===== config.mk =====
export PLATFORM = sky130hd
export DESIGN_NAME = dis_sequencer
export DESIGN_NICKNAME = d
export VERILOG_FILES = /design/src/dis_pkg.sv /design/src/dis_divider.sv /design/src/dis_ready.sv /design/src/dis_sequencer.sv
export SDC_FILE = /design/constraint.sdc
export NUM_CORES = 1
export LEC_CHECK = 0
export BUFFER_PORTS_ARGS = -buffer_cell sky130_fd_sc_hd__buf_4
export CORE_MARGIN = 5
export CORE_UTILIZATION = 49
export DETAILED_ROUTE_END_ITERATION = 8
export PLACE_DENSITY = 0.74
export SLEW_MARGIN = 20
export SYNTH_ARGS = -nofsm -noshare
export SYNTH_HDL_FRONTEND = slang
export SYNTH_SLANG_ARGS = --single-unit

===== constraint.sdc =====
create_clock -name clock -period 2.3 [get_ports clock]
set_clock_uncertainty 0.1 [all_clocks]
set_input_delay 0.115 -clock clock [delete_from_list [all_inputs] [get_ports clock]]
set_output_delay 0.115 -clock clock [all_outputs]
set_load 0.01 [all_outputs]

===== src/dis_pkg.sv =====
/*
 * Package for the dual integrator sequencer: state codes, timing counts
 * in internal clock periods, and the carrier structs shared by modules.
 * Assumes a single system clock; no registers reachable by software.
 */
package dis_pkg;

    // ------------------------------------------------------------------
    // Timing counts, internal clock periods
    // ------------------------------------------------------------------
    localparam int unsigned MEASURE_CYCLE_LP     = 1552; // low-power variant
    localparam int unsigned MEASURE_CYCLE_HS     = 1612; // high-speed variant
    localparam int unsigned READY_DELAY_CYCLES   = 1382; // both variants
    // Phase split of one measure cycle, low-power variant at 5 MHz
    localparam real         INTERNAL_CLOCK_MHZ   = 5.0;
    localparam real         CONVERTER_PHASE_US   = 135.6;
    localparam real         CONVERTER_RESET_US   = 3.2;
    localparam real         INTEGRATOR_RESET_US  = 36.0;
    localparam int unsigned CONVERTER_PHASE_CYC  =
        int'($floor(CONVERTER_PHASE_US * INTERNAL_CLOCK_MHZ));
    localparam int unsigned CONVERTER_RESET_CYC  =
        int'($floor(CONVERTER_RESET_US * INTERNAL_CLOCK_MHZ));
    localparam int unsigned INTEGRATOR_RESET_CYC =
        int'($floor(INTEGRATOR_RESET_US * INTERNAL_CLOCK_MHZ));
    localparam int unsigned DIVIDE_RATIO         = 4;
    localparam int unsigned INVALID_CONVERSIONS  = 4;
    localparam int          CNT_W                = 12;

    // ------------------------------------------------------------------
    // States, numbered one through eight
    // ------------------------------------------------------------------
    typedef enum logic [2:0] {
        ST_1 = 3'h0,  // stalled: measure A then B
        ST_2 = 3'h1,  // stalled: prepare A
        ST_3 = 3'h2,  // overlapped: integrate A only
        ST_4 = 3'h3,  // overlapped: integrate B, measure A
        ST_5 = 3'h4,  // overlapped: integrate A, measure B
        ST_6 = 3'h5,  // overlapped: integrate B only
        ST_7 = 3'h6,  // stalled: prepare B
        ST_8 = 3'h7   // stalled: measure B then A
    } dis_state_t;

    // ------------------------------------------------------------------
    // Carriers
    // ------------------------------------------------------------------
    typedef struct packed {
        logic integrate_a;
        logic integrate_b;
        logic inputs_grounded;
        logic measuring;
        logic measure_side_b;
        logic overlapped;
    } dis_front_t;

    typedef enum logic [1:0] {
        PH_CONVERT = 2'h0,
        PH_CONVERSION_TOGGLE_RST = 2'h1,
        PH_INT_RST = 2'h2,
        PH_IDLE    = 2'h3
    } dis_phase_t;

endpackage : dis_pkg


===== src/dis_divider.sv =====
/*
 * Internal clock enable: every cycle, or every fourth cycle when the
 * divide-by-four input is set. Assumes a synchronous active-low reset.
 */
`timescale 1ns/1ps
module dis_divider
    import dis_pkg::*;
(
    // Clock and reset
    input  wire logic clock,
    input  wire logic rstn,
    // Control
    input  wire logic clock_divide_by_four,
    // Enable out
    output logic      tick
);
    typedef struct packed {
        logic [1:0] cnt;
    } dis_div_state_t;

    dis_div_state_t s_q;
    dis_div_state_t s_d;

    // ----------------------------------------------------------------
    // Divider
    // ----------------------------------------------------------------
    // Counter free-runs so the phase stays fixed while divided
    always_comb begin
        s_d     = s_q;
        s_d.cnt = s_q.cnt + 2'h1;
    end

    always_ff @(posedge clock) begin
        if (!rstn) begin
            s_q <= '0;
        end else begin
            s_q <= s_d;
        end
    end

    assign tick = !clock_divide_by_four || (s_q.cnt == 2'h3);

endmodule : dis_divider


===== src/dis_ready.sv =====
/*
 * Data-ready output: asserts low after a programmed delay from a start
 * pulse and holds until the readout clock goes high then low.
 * Assumes readout_clock sampled synchronously to the system clock.
 */
`timescale 1ns/1ps
module dis_ready
    import dis_pkg::*;
#(
    parameter int unsigned DELAY = READY_DELAY_CYCLES
)(
    // Clock and reset
    input  wire logic clock,
    input  wire logic rstn,
    input  wire logic tick,
    // Request
    input  wire logic start,
    input  wire logic readout_clock,
    // Output
    output logic      data_ready_n
);
    typedef struct packed {
        logic             run;
        logic [CNT_W-1:0] cnt;
        logic             ready_n;
        logic             readout_clock_seen;
        logic             readout_clock_prev;
    } dis_rdy_state_t;

    dis_rdy_state_t s_q;
    dis_rdy_state_t s_d;

    // ----------------------------------------------------------------
    // Delay counter and hold
    // ----------------------------------------------------------------
    always_comb begin
        s_d           = s_q;
        s_d.readout_clock_prev = readout_clock;
        // High then low on readout clock clears the flag
        if (!s_q.ready_n && readout_clock && !s_q.readout_clock_prev) begin
            s_d.readout_clock_seen = 1'b1;
        end
        if (!s_q.ready_n && s_q.readout_clock_seen && !readout_clock) begin
            s_d.ready_n   = 1'b1;
            s_d.readout_clock_seen = 1'b0;
        end
        if (start) begin
            s_d.run = 1'b1;
            s_d.cnt = '0;
        end else if (s_q.run && tick) begin
            if (s_q.cnt == CNT_W'(DELAY - 1)) begin
                s_d.run       = 1'b0;
                s_d.ready_n   = 1'b0;
                s_d.readout_clock_seen = 1'b0; // New data wins over a clear
            end else begin
                s_d.cnt = s_q.cnt + CNT_W'(1);
            end
        end
    end

    always_ff @(posedge clock) begin
        if (!rstn) begin
            s_q         <= '0;
            s_q.ready_n <= 1'b1;
        end else begin
            s_q <= s_d;
        end
    end

    assign data_ready_n = s_q.ready_n;

endmodule : dis_ready


===== src/dis_sequencer.sv =====
/*
 * Integrate/measure sequencer of a dual-integrator current-input
 * converter. Holds the eight-state machine, the measure busy timer and
 * the front-end switch controls; instantiates the clock divider and the
 * data-ready generator. Assumes conversion_toggle and readout_clock are
 * synchronous to clock, and the variant select is static.
 */
// Summary of operation
// - Machine has exactly eight states, one to eight
// - Toggle level and busy decide moves, no edges
// - Busy covers each measure cycle, output as front.measuring
// - Overlapped is states 3-6; 3/6 integrate only
// - Overlapped holds only while busy idle at toggle change
// - Toggle change while busy enters states 1/8
// - Busy ending moves 1 to 2, 8 to 7
// - Stalled states ground the analog inputs
// - Integrations always alternate sides A and B
// - Start state 1 if toggle high, else 8
// - Graph symmetric under toggle inversion
// - State 1 measures A then B; 8 mirrors
// - 4 integrates B measures A; 5 mirrors
// - Two stalled states, then 3/6, then 4/5 alternation
// - Counts in clock periods, times four divided
// - Measure cycle 1552 or 1612 periods
// - Measure length bounds the two modes
// - Ready low 1382 periods after a toggle change that starts a measure
// - Ready holds until readout clock high-low
// - Phase split 135.6, 3.2 and 36 us
// - Divide-by-four gives same internal rate
// - Reset synchronous; data invalid until the fourth measure start, so first three conversions invalid
`timescale 1ns/1ps
module dis_sequencer
    import dis_pkg::*;
#(
    parameter bit          HIGH_SPEED    = 1'b0,
    parameter int unsigned MEASURE_CYCLE =
        HIGH_SPEED ? MEASURE_CYCLE_HS : MEASURE_CYCLE_LP
)(
    // Clock and reset
    input  wire logic clock,
    input  wire logic rstn,
    // Configuration
    input  wire logic clock_divide_by_four,
    // Host link
    input  wire logic conversion_toggle,
    input  wire logic readout_clock,
    output logic      data_ready_n,
    // Front end
    output dis_front_t front,
    output dis_phase_t measure_phase,
    output logic      data_invalid
);
    // ----------------------------------------------------------------
    // State
    // ----------------------------------------------------------------
    typedef struct packed {
        dis_state_t       st;
        logic             started;
        logic             busy;
        logic [CNT_W-1:0] mcnt;
        logic             second;     // second side pending in 1/8
        logic             side_b;     // side being measured
        logic             last_conversion_toggle;
        logic [2:0]       conversion_toggle_cnt;
        dis_front_t       fe;
        dis_phase_t       ph;
    } dis_seq_state_t;

    dis_seq_state_t s_q;
    dis_seq_state_t s_d;
    logic           tick;
    logic           rdy_start;
    logic           meas_done;
    logic           conversion_toggle_chg;

    localparam logic [CNT_W-1:0] PH1 = CNT_W'(CONVERTER_PHASE_CYC);
    localparam logic [CNT_W-1:0] PH2 =
        CNT_W'(CONVERTER_PHASE_CYC + CONVERTER_RESET_CYC);

    // Mirror of a state under toggle inversion
    function automatic dis_state_t mirror(input dis_state_t s);
        mirror = dis_state_t'(3'h7 - s);
    endfunction : mirror

    // Measure phase from elapsed count, same fixed bounds for either cycle length
    function automatic dis_phase_t phase_of(input logic [CNT_W-1:0] c);
        if (c < PH1) begin
            phase_of = PH_CONVERT;
        end else if (c < PH2) begin
            phase_of = PH_CONVERSION_TOGGLE_RST;
        end else begin
            phase_of = PH_INT_RST;
        end
    endfunction : phase_of

    // ----------------------------------------------------------------
    // Submodules
    // ----------------------------------------------------------------
    dis_divider u_div (
        .clock                (clock),
        .rstn                 (rstn),
        .clock_divide_by_four (clock_divide_by_four),
        .tick                 (tick)
    );

    dis_ready #(
        .DELAY (READY_DELAY_CYCLES)
    ) u_rdy (
        .clock         (clock),
        .rstn          (rstn),
        .tick          (tick),
        .start         (rdy_start),
        .readout_clock (readout_clock),
        .data_ready_n  (data_ready_n)
    );

    // Level compare, never an edge detector on the raw pin
    assign conversion_toggle_chg  = s_q.started && tick
                       && (conversion_toggle != s_q.last_conversion_toggle);
    assign meas_done = s_q.busy && tick
                       && (s_q.mcnt == CNT_W'(MEASURE_CYCLE - 1));

    // ----------------------------------------------------------------
    // Next state
    // ----------------------------------------------------------------
    always_comb begin
        s_d       = s_q;
        rdy_start = 1'b0;
        if (!s_q.started) begin
            // First cycle after reset release reads the toggle level
            s_d.started   = 1'b1;
            s_d.last_conversion_toggle = conversion_toggle;
            s_d.st        = conversion_toggle ? ST_1 : ST_8;
            s_d.busy      = 1'b0;
            s_d.second    = 1'b0;
        end else if (tick) begin
            s_d.last_conversion_toggle = conversion_toggle;
            // Measure timer runs on the internal clock enable
            if (s_q.busy) begin
                s_d.mcnt = s_q.mcnt + CNT_W'(1);
            end
            if (meas_done) begin
                s_d.mcnt = '0;
                if (s_q.second) begin
                    s_d.second = 1'b0;
                    s_d.side_b = !s_q.side_b;
                end else begin
                    s_d.busy = 1'b0;
                end
            end
            // Transitions from toggle level and busy only
            unique case (s_q.st)
                ST_1, ST_8: begin
                    if (!s_d.busy) begin
                        s_d.st = (s_q.st == ST_1) ? ST_2 : ST_7;
                    end
                end
                ST_2, ST_7: begin
                    // Level that ends the previous side starts the next
                    if (conversion_toggle_chg) begin
                        s_d.st = (s_q.st == ST_2) ? ST_3 : ST_6;
                    end
                end
                ST_3, ST_6: begin
                    if (conversion_toggle_chg) begin
                        s_d.st     = (s_q.st == ST_3) ? ST_4 : ST_5;
                        s_d.busy   = 1'b1;
                        s_d.mcnt   = '0;
                        s_d.side_b = (s_q.st == ST_6);
                        rdy_start  = 1'b1;
                    end
                end
                ST_4, ST_5: begin
                    if (conversion_toggle_chg) begin
                        if (s_q.busy && !meas_done) begin
                            // Integration shorter than measure cycle
                            s_d.st     = (s_q.st == ST_4) ? ST_1 : ST_8;
                            s_d.second = 1'b1;
                        end else begin
                            s_d.st     = mirror(s_q.st);
                            s_d.busy   = 1'b1;
                            s_d.mcnt   = '0;
                            s_d.side_b = (s_q.st == ST_4);
                            rdy_start  = 1'b1;
                        end
                    end
                end
            endcase
            if (s_d.st == ST_4 || s_d.st == ST_5 || s_d.st == ST_3
                || s_d.st == ST_6) begin
                if (rdy_start && s_q.conversion_toggle_cnt != 3'(INVALID_CONVERSIONS))
                begin
                    s_d.conversion_toggle_cnt = s_q.conversion_toggle_cnt + 3'h1;
                end
            end
        end
        // Front-end controls follow the next state
        s_d.fe.integrate_a     = (s_d.st == ST_3) || (s_d.st == ST_5);
        s_d.fe.integrate_b     = (s_d.st == ST_4) || (s_d.st == ST_6);
        s_d.fe.overlapped      = (s_d.st >= ST_3) && (s_d.st <= ST_6);
        s_d.fe.inputs_grounded = !s_d.fe.overlapped;
        s_d.fe.measuring       = s_d.busy;
        s_d.fe.measure_side_b  = s_d.side_b;
        s_d.ph = s_d.busy ? phase_of(s_d.mcnt) : PH_IDLE;
    end

    // ----------------------------------------------------------------
    // Registers
    // ----------------------------------------------------------------
    // Synchronous reset: the start state is taken after release
    always_ff @(posedge clock) begin
        if (!rstn) begin
            s_q    <= '0;
            s_q.st <= ST_1;
            s_q.ph <= PH_IDLE;
            s_q.fe.inputs_grounded <= 1'b1;
        end else begin
            s_q <= s_d;
        end
    end

    // ----------------------------------------------------------------
    // Outputs
    // ----------------------------------------------------------------
    assign front         = s_q.fe;
    assign measure_phase = s_q.ph;
    assign data_invalid  = (s_q.conversion_toggle_cnt != 3'(INVALID_CONVERSIONS));

endmodule : dis_sequencer


# --- After elaboration in Yosys (flattened, before gate mapping) ---
# Index checks and enable logic that the tools add are counted.
classes:
  n_addsub: 5
  order_cmp: 4
  n_eq_ne: 21
  mux: 59
  bitwise_logic: 2
  n_reduce_logical: 38
ops:
  columns: ["cell", "n"]
  rows:
  - ["$mux 15", 5]
  - ["$mux 3", 17]
  - ["$mux 13", 3]
  - ["$mux 12", 3]
  - ["$mux 28", 1]
  - ["$pmux 13 s2", 1]
  - ["$add 12x1->12 const B", 2]
  - ["$eq 12x11->1 const B", 2]
  - ["$eq 3x3->1 const B", 8]
  - ["$lt 12x10->1 const B", 2]
  - ["$mux 1", 19]
  - ["$mux 19", 1]
  - ["$eq 3x2->1 const B", 6]
  - ["$logic_and 1x1->1", 12]
  - ["$mux 2", 6]
  - ["$pmux 3 s4", 1]
  - ["$reduce_or 2->1", 5]
  - ["$reduce_and 2->1", 4]
  - ["$logic_not 1->1", 7]
  - ["$logic_or 1x1->1", 6]
  - ["$pmux 1 s2", 2]
  - ["$reduce_and 4->1", 1]
  - ["$reduce_bool 2->1", 2]
  - ["$add 3x1->3 const B", 1]
  - ["other kinds (11)", 12]
totals:
  reg_bits: 47
  inputBits: 5
  out_inout_bits: 10
  wordCells: 148

# --- Depth between registers and ports, before layout ---
# Gate-level depths: netlist of run 1.
logic_depth:
  depth_word: 23
  mapped_depth: 10
  mapped_depth_nobuf: 8

# --- Hierarchy ---
# From an unflattened synthesis of run 1, not the netlist that was laid out.
hier_totals:
  hier_cells: 357
  hier_area_um2: 2915.3
modules_own_cells:
  columns: ["mod", "n_inst", "cells_per_inst", "area_per_inst_um2", "seq_area_each_um2"]
  rows:
  - ["dis_sequencer", 1, 257, 2015.7, 580.6]
  - ["dis_ready", 1, 94, 820.8, 320.3]
  - ["dis_divider", 1, 6, 78.8, 40.0]

# --- Worst setup path before layout of run 1 ---
# Ideal clock, no wire load.
synth_timing:
  kind: "flip-flop to flip-flop"
  startpoint: "reg u_div.s_q[0] (netlist bit)"
  endpoint: "reg s_q[10] (netlist bit)"
  setup_ns: 0.115
  arrival_time_ns: 2.093
  t_required_ns: 2.085
  setup_slack_ns: -0.008
  path_stages_with_launch: 10
  path_buffers: 1
  synth_period_minus_slack_ns: 2.308
  cell_sequence: "dfxtp_1 -> ha_1 -> nor2b_1 -> clkbuf_1 -> nor4_1 -> o31ai_1 -> nor3b_2 -> nand2_1 -> xnor2_1 -> and2_1"
synth_via:
  elab_chain_len: 16
  elab_cells_between_ends: 34
  cone_classes: "eq/ne (5); mux (17); reduce/logical (12)"
synth_lines:
  columns: ["element", "line", "text"]
  rows:
  - ["start, declared", "dis_divider.sv:21", "dis_div_state_t s_q;"]
  - ["start signal, assigned", "dis_divider.sv:35", "s_q <= '0;"]
  - ["start signal, assigned", "dis_divider.sv:37", "s_q <= s_d;"]
  - ["$eq 2x2->1 (*)", "dis_divider.sv:41", "assign tick = !clock_divide_by_four || (s_q.cnt == 2'h3);"]
  - ["$logic_or 1x1->1 (*)", "dis_divider.sv:41", null]
  - ["$logic_and 1x1->1", "dis_sequencer.sv:120", "assign meas_done = s_q.busy && tick"]
  - ["$logic_and 1x1->1", "dis_sequencer.sv:121", "&& (s_q.mcnt == CNT_W'(MEASURE_CYCLE - 1));"]
  - ["$mux 15 or $logic_not 1->1 (tied branches)", "dis_sequencer.sv:142, dis_sequencer.sv:175", null]
  - ["$mux 15 or $logic_and 1x1->1 (tied branches)", "dis_sequencer.sv:136, dis_sequencer.sv:175", null]
  - ["$mux 15 or $mux 3 (tied branches)", "dis_sequencer.sv:129, dis_sequencer.sv:175", null]
  - ["$mux 3 (on tied branches)", "dis_sequencer.sv:154, dis_sequencer.sv:174", null]
  - ["$pmux 3 s4", "dis_sequencer.sv:152", "unique case (s_q.st)"]
  - ["$mux 3", "dis_sequencer.sv:136", "end else if (tick) begin"]
  - ["$mux 3", "dis_sequencer.sv:129", "if (!s_q.started) begin"]
  - ["$eq 3x2->1 or $eq 3x3->1 (tied branches)", "dis_sequencer.sv:189", "if (s_d.st == ST_4 || s_d.st == ST_5 || s_d.st == ST_3"]
  - ["$logic_or 1x1->1 (2 in series)", "dis_sequencer.sv:189", null]
  - ["$logic_or 1x1->1", "dis_sequencer.sv:190", "|| s_d.st == ST_6) begin"]
  - ["$reduce_and 4->1 (no line) (*)", null, null]
  - ["end, declared", "dis_sequencer.sv:69", "dis_seq_state_t s_q;"]
# Every way passes the cells marked *; elsewhere a longest branch is shown, timed or not. The select of a mux whose other input is x is not followed.
# A chain may end at the register's enable or synchronous reset.

# --- Final worst setup path of run 1 ---
layout_timing:
  startpoint: "reg s_q[30] (netlist bit)"
  endpoint: "reg s_q (netlist bit measure_phase[1])"
layout_via:
  elab_chain_len: 8
  elab_cells_between_ends: 15
  cone_classes: "order compare (2); eq/ne (4); mux (6); reduce/logical (3)"
layout_lines:
  columns: ["element", "line", "text"]
  rows:
  - ["$eq 3x2->1 or $eq 3x3->1 (tied branches)", "dis_sequencer.sv:152", null]
  - ["$reduce_or 2->1", "dis_sequencer.sv:152", null]
  - ["$pmux 13 s2 (*)", "dis_sequencer.sv:152", null]
  - ["$mux 19 (*)", "dis_sequencer.sv:136", null]
  - ["$mux 12", "dis_sequencer.sv:129", null]
  - ["$lt 12x10->1", "dis_sequencer.sv:89", "end else if (c < PH2) begin"]
  - ["$mux 2", "dis_sequencer.sv:89", null]
  - ["$mux 2", "dis_sequencer.sv:87", "if (c < PH1) begin"]
# Marked as above.

==> results of run 1 <==
synth_stat cells (all sizes together) (5+ instances only):
cell    instances  area share (%)
a211oi          5             1.5
a21oi          12             2.4
a31oi           5             1.5
and2            9             2.2
and3            7             1.7
buf            13             3.6
clkbuf          6            0.89
dfxtp          47              37
ha              6             3.0
inv             9             1.3
nand2          23             3.4
nand3           6             1.2
nand4           9             2.2
nor2           29             4.3
nor2b          15             3.7
nor3            7             1.6
o21ai          15             3.0
o31ai           5             1.7
or3             5             1.2
xnor2           7             2.4
xor2           10             3.7
state kept, by name, summed over array words and instances, names as in the netlist, named ones only:
register and cells:
front 5, measure_phase 2, s_q 20, u_div.s_q 2, u_rdy.data_ready_n 1, u_rdy.s_q 15
per-stage QoR:
| stage | power, mW | area, sq um | worst slack, ps | utilization, % |
|---|---|---|---|---|
| 6_report | 1.59 | 3330 | -58.4 | 65.7 |
| 3_3_place_gp | 1.07 | 3010 | -57.4 | 59.4 |
| 3_5_place_dp | 1.07 | 3010 | -83.5 | 59.4 |
| 5_1_grt | 1.66 | 3330 | -184 | 65.7 |
| 2_1_floorplan | 0.984 | 2550 | 5.32 | - |
| 4_1_cts | 1.56 | 3140 | 2.99 | 61.8 |
critical path, delay by kind of cell, from the launching register on:
kind            cells  cell delay [ps]
compound gates      4             1150
simple gates        2              220
flops               1              350
xor+xnor            1              190
buf+inv             1              240
final cells by class:
class / count / area [sq um]
clock buffers: 6 / 72.6
clock inverters: 2 / 12.5
fillers: 420 / 1740
inverters: 9 / 33.8
multi-input cells: 222 / 1610
flip-flops and latches: 47 / 942
well taps: 70 / 87.6
repair buffers: 73 / 573
logic make-up (layout without fill, tap and decap cells):
| logic type | Yosys count | after routing | synth area share (%) |
|---|---|---|---|
| AND/OR/NAND/NOR | 130 | 130 | 28.6 |
| AO/OA/AOI/OAI | 66 | 66 | 18.2 |
| flip-flops | 47 | 47 | 37.0 |
| buffers and inverters | 28 | 90 | 5.86 |
| XOR/XNOR | 17 | 17 | 6.15 |
| adder cells (fa/ha/maj) | 6 | 6 | 2.95 |
| multiplexers | 3 | 3 | 1.23 |
timing repair:
action	CTS	global route
hold buffers	2	0
setup endpoints to repair	6	9
hold endpoints to repair	2	0
pin swaps	0	7
gates cloned	0	1
buffers inserted	0	6
resized for setup	5	25
report_power, final:
group          internal, mW  switching (mW)  total (mW)
Clock                 0.213           0.279       0.492
Combinational         0.116           0.137       0.254
Sequential            0.830         0.00969       0.840
how the worst max path moves through the flow:
| stage | slack (ps) | cells after the start | from | to |
|---|---|---|---|---|
| final | -60 | 8 | s_q[30]$_SDFF_PN0_ | measure_phase[1]$_SDFF_PN1_ |
| after global routing | -180 | 8 | s_q[30]$_SDFF_PN0_ | measure_phase[1]$_SDFF_PN1_ |
| after CTS | 3 | 8 | s_q[18]$_SDFF_PN0_ | front[3]$_SDFF_PN1_ |
| after detailed placement | -80 | 8 | s_q[18]$_SDFF_PN0_ | front[5]$_SDFF_PN0_ |
| after global placement | -60 | 8 | s_q[18]$_SDFF_PN0_ | front[5]$_SDFF_PN0_ |
| after floorplan | 5 | 7 | s_q[18]$_SDFF_PN0_ | front[3]$_SDFF_PN1_ |
metal layers:
layer	global-route usage, %	vias up	wire length (microns)
met3	3.84	9	235
met2	30.1	59	2980
met1	25.2	1129	2840
met5	0	-	0
li1	-	1181	-
met4	3.99	0	70
==> impl_metrics.csv, run 1 <==
group,metric,value,unit
outcome,status,"complete, but fails checks",
outcome,violations,"setup timing",
route,vias,2378,
yosys,yosys_warnings,0,
worst_setup_path,worst-r2r-cell-count,8,
pwr,peakVddDrop,0.385,mV
route,drc_errors,0,
cells_and_area,final_cell_mix,"buf_4 (68), dfxtp_1 (46), nor2_1 (27), nand2_1 (23), nor2b_1 (14)",
min_path,hold_depth,5,
worst_setup_path,critPathRequiredTime,2380,ps
floorplanning,fp.coreArea,5070,sq um
yosys,netlist_area,2540,sq um
worst_setup_path,r2r_slack,-60,ps
worst_setup_path,slowest_delay,530,ps
clocking,cts.clk_slew.worst_paths,90,ps
clocking,cts-buffers-inserted,5,
yosys,async_flop_share,0,%
worst_setup_path,worstReg2RegEnd,"measure_phase[1]$_SDFF_PN1_",
floorplanning,die-area,6730,sq um
worst_setup_path,r2r-start,"s_q[30]$_SDFF_PN0_",
timing,fin_tns_setup,-98.9,ps
timing,rsz0062_at_grt,"yes",
timing,setup_viol,4,
floorplanning,die_h,82.0,microns
placed_design,dp_hpwl,4.20,mm
worst_setup_path,worst_setup_path_start_kind,"flip-flop",
timing,layout_setup_ws,-58.4,ps
timing,relSlewSlack,62.4,%
route,via_per_inst,5.54,
timing,drv_slew,0,
yosys,synth_ff_type,"dfxtp_1",
global_route,grt_max_degree,29,
yosys,syn-num-nets,308,
placed_design,port_buffers,14,
global_route,grt_pass1_vias,2148,
yosys,ys_ff_latch,47,
cells_and_area,diodes,0,
cells_and_area,syn_to_final_growth,31.2,%
worst_setup_path,arrival,2440,ps
global_route,track_usage,18.5,%
yosys,synthCells,297,
worst_setup_path,path_cells,"xor2_1 > a211oi_1 > buf_4 > nor2_1 > and3_1 > a221o_1 > a21bo_1 > o2111ai_2",
yosys,syn_area_per_cell,8.56,sq um
clocking,cts_root_buffer,"clkbuf_8",
clocking,cts.sink_count,47,
clocking,cts_tree,"done",
floorplanning,initial_utilization,50.1,%
worst_setup_path,critPathKind,"reg2reg",
worst_setup_path,cp-end-kind,"flip-flop",
clocking,clockBufferDepth,2,
route,wirelength,6.12,mm
floorplanning,ios,15,
route,drt_iter0_drc,288,
timing,finalCritPeriodShare,103,%
timing,tightest_slew,560,ps
route,dr.pass1.iters,4,
global_route,grt_first_pass_wirelength,9.80,mm
min_path,hold_path_end,"s_q[11]$_SDFFE_PN0P_",
timing,hold_viol,0,
worst_setup_path,path_max_fanout,5,
min_path,min_from,"conversion_toggle",
floorplanning,die_w,82.0,microns
cells_and_area,final_common_cell,"buf_4",
global_route,antenna_found_initial,0,
clocking,clk_latency,300,ps
placed_design,routabilityCongestion,0.904,
yosys,synth-seq-area-share,37.0,%
placed_design,dpl.cell_count,412,
timing,period_needed,2360,ps
min_path,hold_class,"in2reg",
timing,maxClockFrequency,424,MHz
yosys,synth_edf_count,0,
pwr,powerDensity,476,nW/um^2
global_route,overflow,0,
pwr,cellLeakagePower,1.28,nW
timing,holdWs,129,ps
worst_setup_path,cp_slowest_cell,"a211oi_1",
yosys,yosys.cell_types.count,61,
floorplanning,placementRows,26,
route,antenna_left,0,
cells_and_area,nets,369,
job,cap_violations,0,
cells_and_area,drive_gt1_share,30.4,%
clocking,cts_max_level,2,
route,wl_per_cell,14.3,microns
cells_and_area,finalNonFillerCells,429,
Note: power is estimated with default switching activity, not from simulation.
==> run 2: changes to the inputs <==
--- a/config.mk
+++ b/config.mk
@@ -13,4 +13,5 @@
 export SLEW_MARGIN = 20
 export SYNTH_ARGS = -nofsm -noshare
 export SYNTH_HDL_FRONTEND = slang
+export SYNTH_HIERARCHICAL = 1
 export SYNTH_SLANG_ARGS = --single-unit
==> run 2 against run 1 <==
The run still ends with setup timing left. Via count rose by 21%. Sequential share of layout area fell by 1.4 points. Global-route usage rose by 1.3 points. Clock power rose by 5.1%. Register-to-register slack barely moved. Routed wire length rose by 17%. Cell count rose by 9.1%. Total power rose by 1.9%. Worst hold slack got worse by 130 ps. Combinational power fell by 4%. Critical path type unchanged. Largest cell class unchanged. Largest power group unchanged. Highest routed layer unchanged.
==> impl_metrics.csv, run 2 <==
group,metric,value,unit
outcome,status,"complete, but fails checks",
outcome,violations,"setup timing",
floorplanning,placementRows,28,
yosys,yosysTopAreaCell,"dfxtp_1",
timing,fin_tns_setup,-99.8,ps
route,antenna_left,0,
placed_design,post-place-ws,-44.3,ps
cells_and_area,nets,403,
worst_setup_path,arrival,2490,ps
cells_and_area,final_cell_mix,"buf_4 (52), dfxtp_1 (44), nand2_1 (24), a21oi_1 (23), nor2_1 (19)",
timing,holdWs,2.44,ps
clocking,clk_latency,310,ps
min_path,hold_depth,3,
yosys,synth_top_area_share,32.3,%
worst_setup_path,path_cells,"or4b_4 > or4_4 > and2_4 > o211ai_4 > nand4_1 > o2111ai_2",
worst_setup_path,critPathRequiredTime,2430,ps
yosys,synthTopCellsByCount,"dfxtp_1 (47), nand2_1 (25), a21oi_1 (23), nor2_1 (20)",
global_route,grt_pass1_vias,2653,
worst_setup_path,worstReg2RegEnd,"measure_phase[1]$_SDFF_PN1_",
worst_setup_path,critPathKind,"reg2reg",
global_route,grt_first_pass_wirelength,12.2,mm
cells_and_area,largest_reg_flops,20,
yosys,yosys-top-cells-area,"dfxtp_1 (32%), a21oi_1 (3.9%), nand2_1 (3.2%)",
placed_design,dp_hpwl,5.20,mm
min_path,hold_path_end,"s_q[11]$_SDFFE_PN0P_",
yosys,synth_ff_type,"dfxtp_1",
timing,period_needed,2360,ps
yosys,async_flop_share,0,%
floorplanning,ios,15,
timing,maxClockFrequency,424,MHz
clocking,cts_tree,"done",
yosys,syn-num-nets,368,
clocking,clockBufferDepth,2,
route,vias,2873,
route,wl_per_cell,15.3,microns
yosys,synth_edf_count,0,
timing,drv_slew,0,
route,drc_errors,0,
timing,tightest_slew,538,ps
global_route,grt_max_degree,22,
worst_setup_path,r2r-start,"s_q[20]$_SDFF_PN0_",
min_path,hold_class,"in2reg",
yosys,netlist_area,2920,sq um
pwr,cellLeakagePower,1.26,nW
global_route,track_usage,19.8,%
cells_and_area,drive_gt1_share,26.2,%
yosys,synthCells,357,
floorplanning,initial_utilization,49.8,%
floorplanning,die-area,7590,sq um
cells_and_area,final_common_cell,"buf_4",
global_route,antenna_found_initial,0,
clocking,cts.clk_slew.worst_paths,100,ps
cells_and_area,top_register,"s_q",
route,wirelength,7.18,mm
cells_and_area,syn_to_final_growth,20.5,%
placed_design,dpl.cell_count,454,
clocking,cts-buffers-inserted,5,
worst_setup_path,cp_slowest_cell,"or4_4",
worst_setup_path,path_max_fanout,5,
yosys,yosys_warnings,6,
timing,rsz0062_at_grt,"yes",
job,cap_violations,0,
yosys,synth.most_common_cell,"dfxtp_1",
yosys,ys_ff_latch,47,
yosys,syn_area_per_cell,8.17,sq um
timing,layout_setup_ws,-56.1,ps
route,via_per_inst,6.14,
cells_and_area,diodes,0,
yosys,synth-seq-area-share,32.3,%
cells_and_area,utilization,60.1,%
placed_design,port_buffers,14,
placed_design,routabilityCongestion,0.911,
cells_and_area,fillers,497,
timing,setup_viol,5,
timing,finalCritPeriodShare,102,%
floorplanning,die_w,87.1,microns
timing,hold_viol,0,
floorplanning,die_h,87.1,microns
pwr,peakVddDrop,0.242,mV
cells_and_area,finalNonFillerCells,468,
min_path,min_from,"conversion_toggle",
worst_setup_path,r2r_slack,-60,ps
route,dr.pass1.iters,5,
worst_setup_path,worst_setup_path_start_kind,"flip-flop",
pwr,powerDensity,460,nW/um^2
clocking,cts.sink_count,47,
global_route,overflow,0,
worst_setup_path,slowest_delay,550,ps
worst_setup_path,worst-r2r-cell-count,6,
clocking,cts_root_buffer,"clkbuf_8",
worst_setup_path,cp-end-kind,"flip-flop",
floorplanning,fp.coreArea,5850,sq um
timing,relSlewSlack,64.1,%
clocking,cts_max_level,2,
route,drt_iter0_drc,233,
yosys,yosys.cell_types.count,67,
run 2: changes by cell type in the layout (fill, tap and decap cells not counted), moves of 5 or more:
| cell | previous run | this run |
|---|---|---|
| nor3_1 | 5 | 12 |
| or4_1 | 0 | 5 |
| nor4_1 | 2 | 8 |
| nand3_1 | 6 | 14 |
| o21ai_1 | 2 | 8 |
| xor2_1 | 8 | 3 |
| a31oi_1 | 3 | 8 |
| nor2_1 | 27 | 19 |
| nor2b_1 | 14 | 1 |
| a21oi_1 | 10 | 23 |
| buf_4 | 68 | 52 |
| o21a_1 | 0 | 5 |
run 2: cell families after synthesis:
logic type                 count (synthesis)  synth area share, %
AOI/OAI and AO/OA                         91                 21.9
xor gates and xnor gates                   8                 2.40
adders and majority gates                  6                 2.58
buffers and inverters                     44                 7.42
DFF                                       47                 32.3
muxes                                      5                 1.72
and+or+nand+nor                          156                 31.7
run 2: through the flow:
stage / total power, mW / area, sq um
2_1_floorplan: 1.02 / 2970
3_3_place_gp: 1.09 / 3280
3_5_place_dp: 1.09 / 3280
4_1_cts: 1.62 / 3420
5_1_grt: 1.69 / 3510
6_report: 1.62 / 3510
run 2: cell type report:
cell class	instances	area (sq um)	share of cell area, %
Tap cell	75	93.8	2.67
Inverter	14	52.6	1.50
Clock inverter	2	16.3	0.463
Clock buffer	6	72.6	2.07
Sequential cell	47	945	26.9
Timing Repair Buffer	58	464	13.2
Multi-Input combinational cell	266	1870	53.2
run 2: worst max path at each step:
stage | from | end | slack, ps | cells after the start
after floorplan | s_q[20]$_SDFF_PN0_ | u_rdy/s_q[3]$_SDFFE_PP0P_ | -260 | 9
after CTS | s_q[20]$_SDFF_PN0_ | front[4]$_SDFF_PN0_ | -30 | 7
after global placement | s_q[20]$_SDFF_PN0_ | front[5]$_SDFF_PN0_ | -6 | 7
after detailed placement | s_q[20]$_SDFF_PN0_ | front[5]$_SDFF_PN0_ | -40 | 7
after global routing | u_div/s_q[0]$_SDFF_PN0_ | measure_phase[1]$_SDFF_PN1_ | -160 | 8
final | s_q[20]$_SDFF_PN0_ | measure_phase[1]$_SDFF_PN1_ | -60 | 6
run 2: critical path, delay by kind of cell, from the launching register on:
kind	cells	cell delay, ps
compound gates	2	370
flops	1	330
simple gates	4	1470
run 2: what timing repair did:
item	4_1_cts	5_1_grt
hold buffers	2	0
endpoints found under the hold margin	3	0
buffers inserted	1	3
pin swaps	6	9
resized for setup	6	16
endpoints found under the setup margin	14	28
cloned	0	0
run 2: report_power, final:
| group | switching [mW] | internal, mW |
|---|---|---|
| registers | 0.0152 | 0.838 |
| logic | 0.133 | 0.112 |
| clock network | 0.298 | 0.219 |
| total | 0.447 | 1.17 |
run 2: layer usage:
metal	global-route usage [%]	share of wire, %	vias up
met5	0	0	-
met4	8.51	2.8	0
met3	3.69	4.6	18
met2	33.7	49	94
met1	24.4	44	1363
li1	-	-	1398
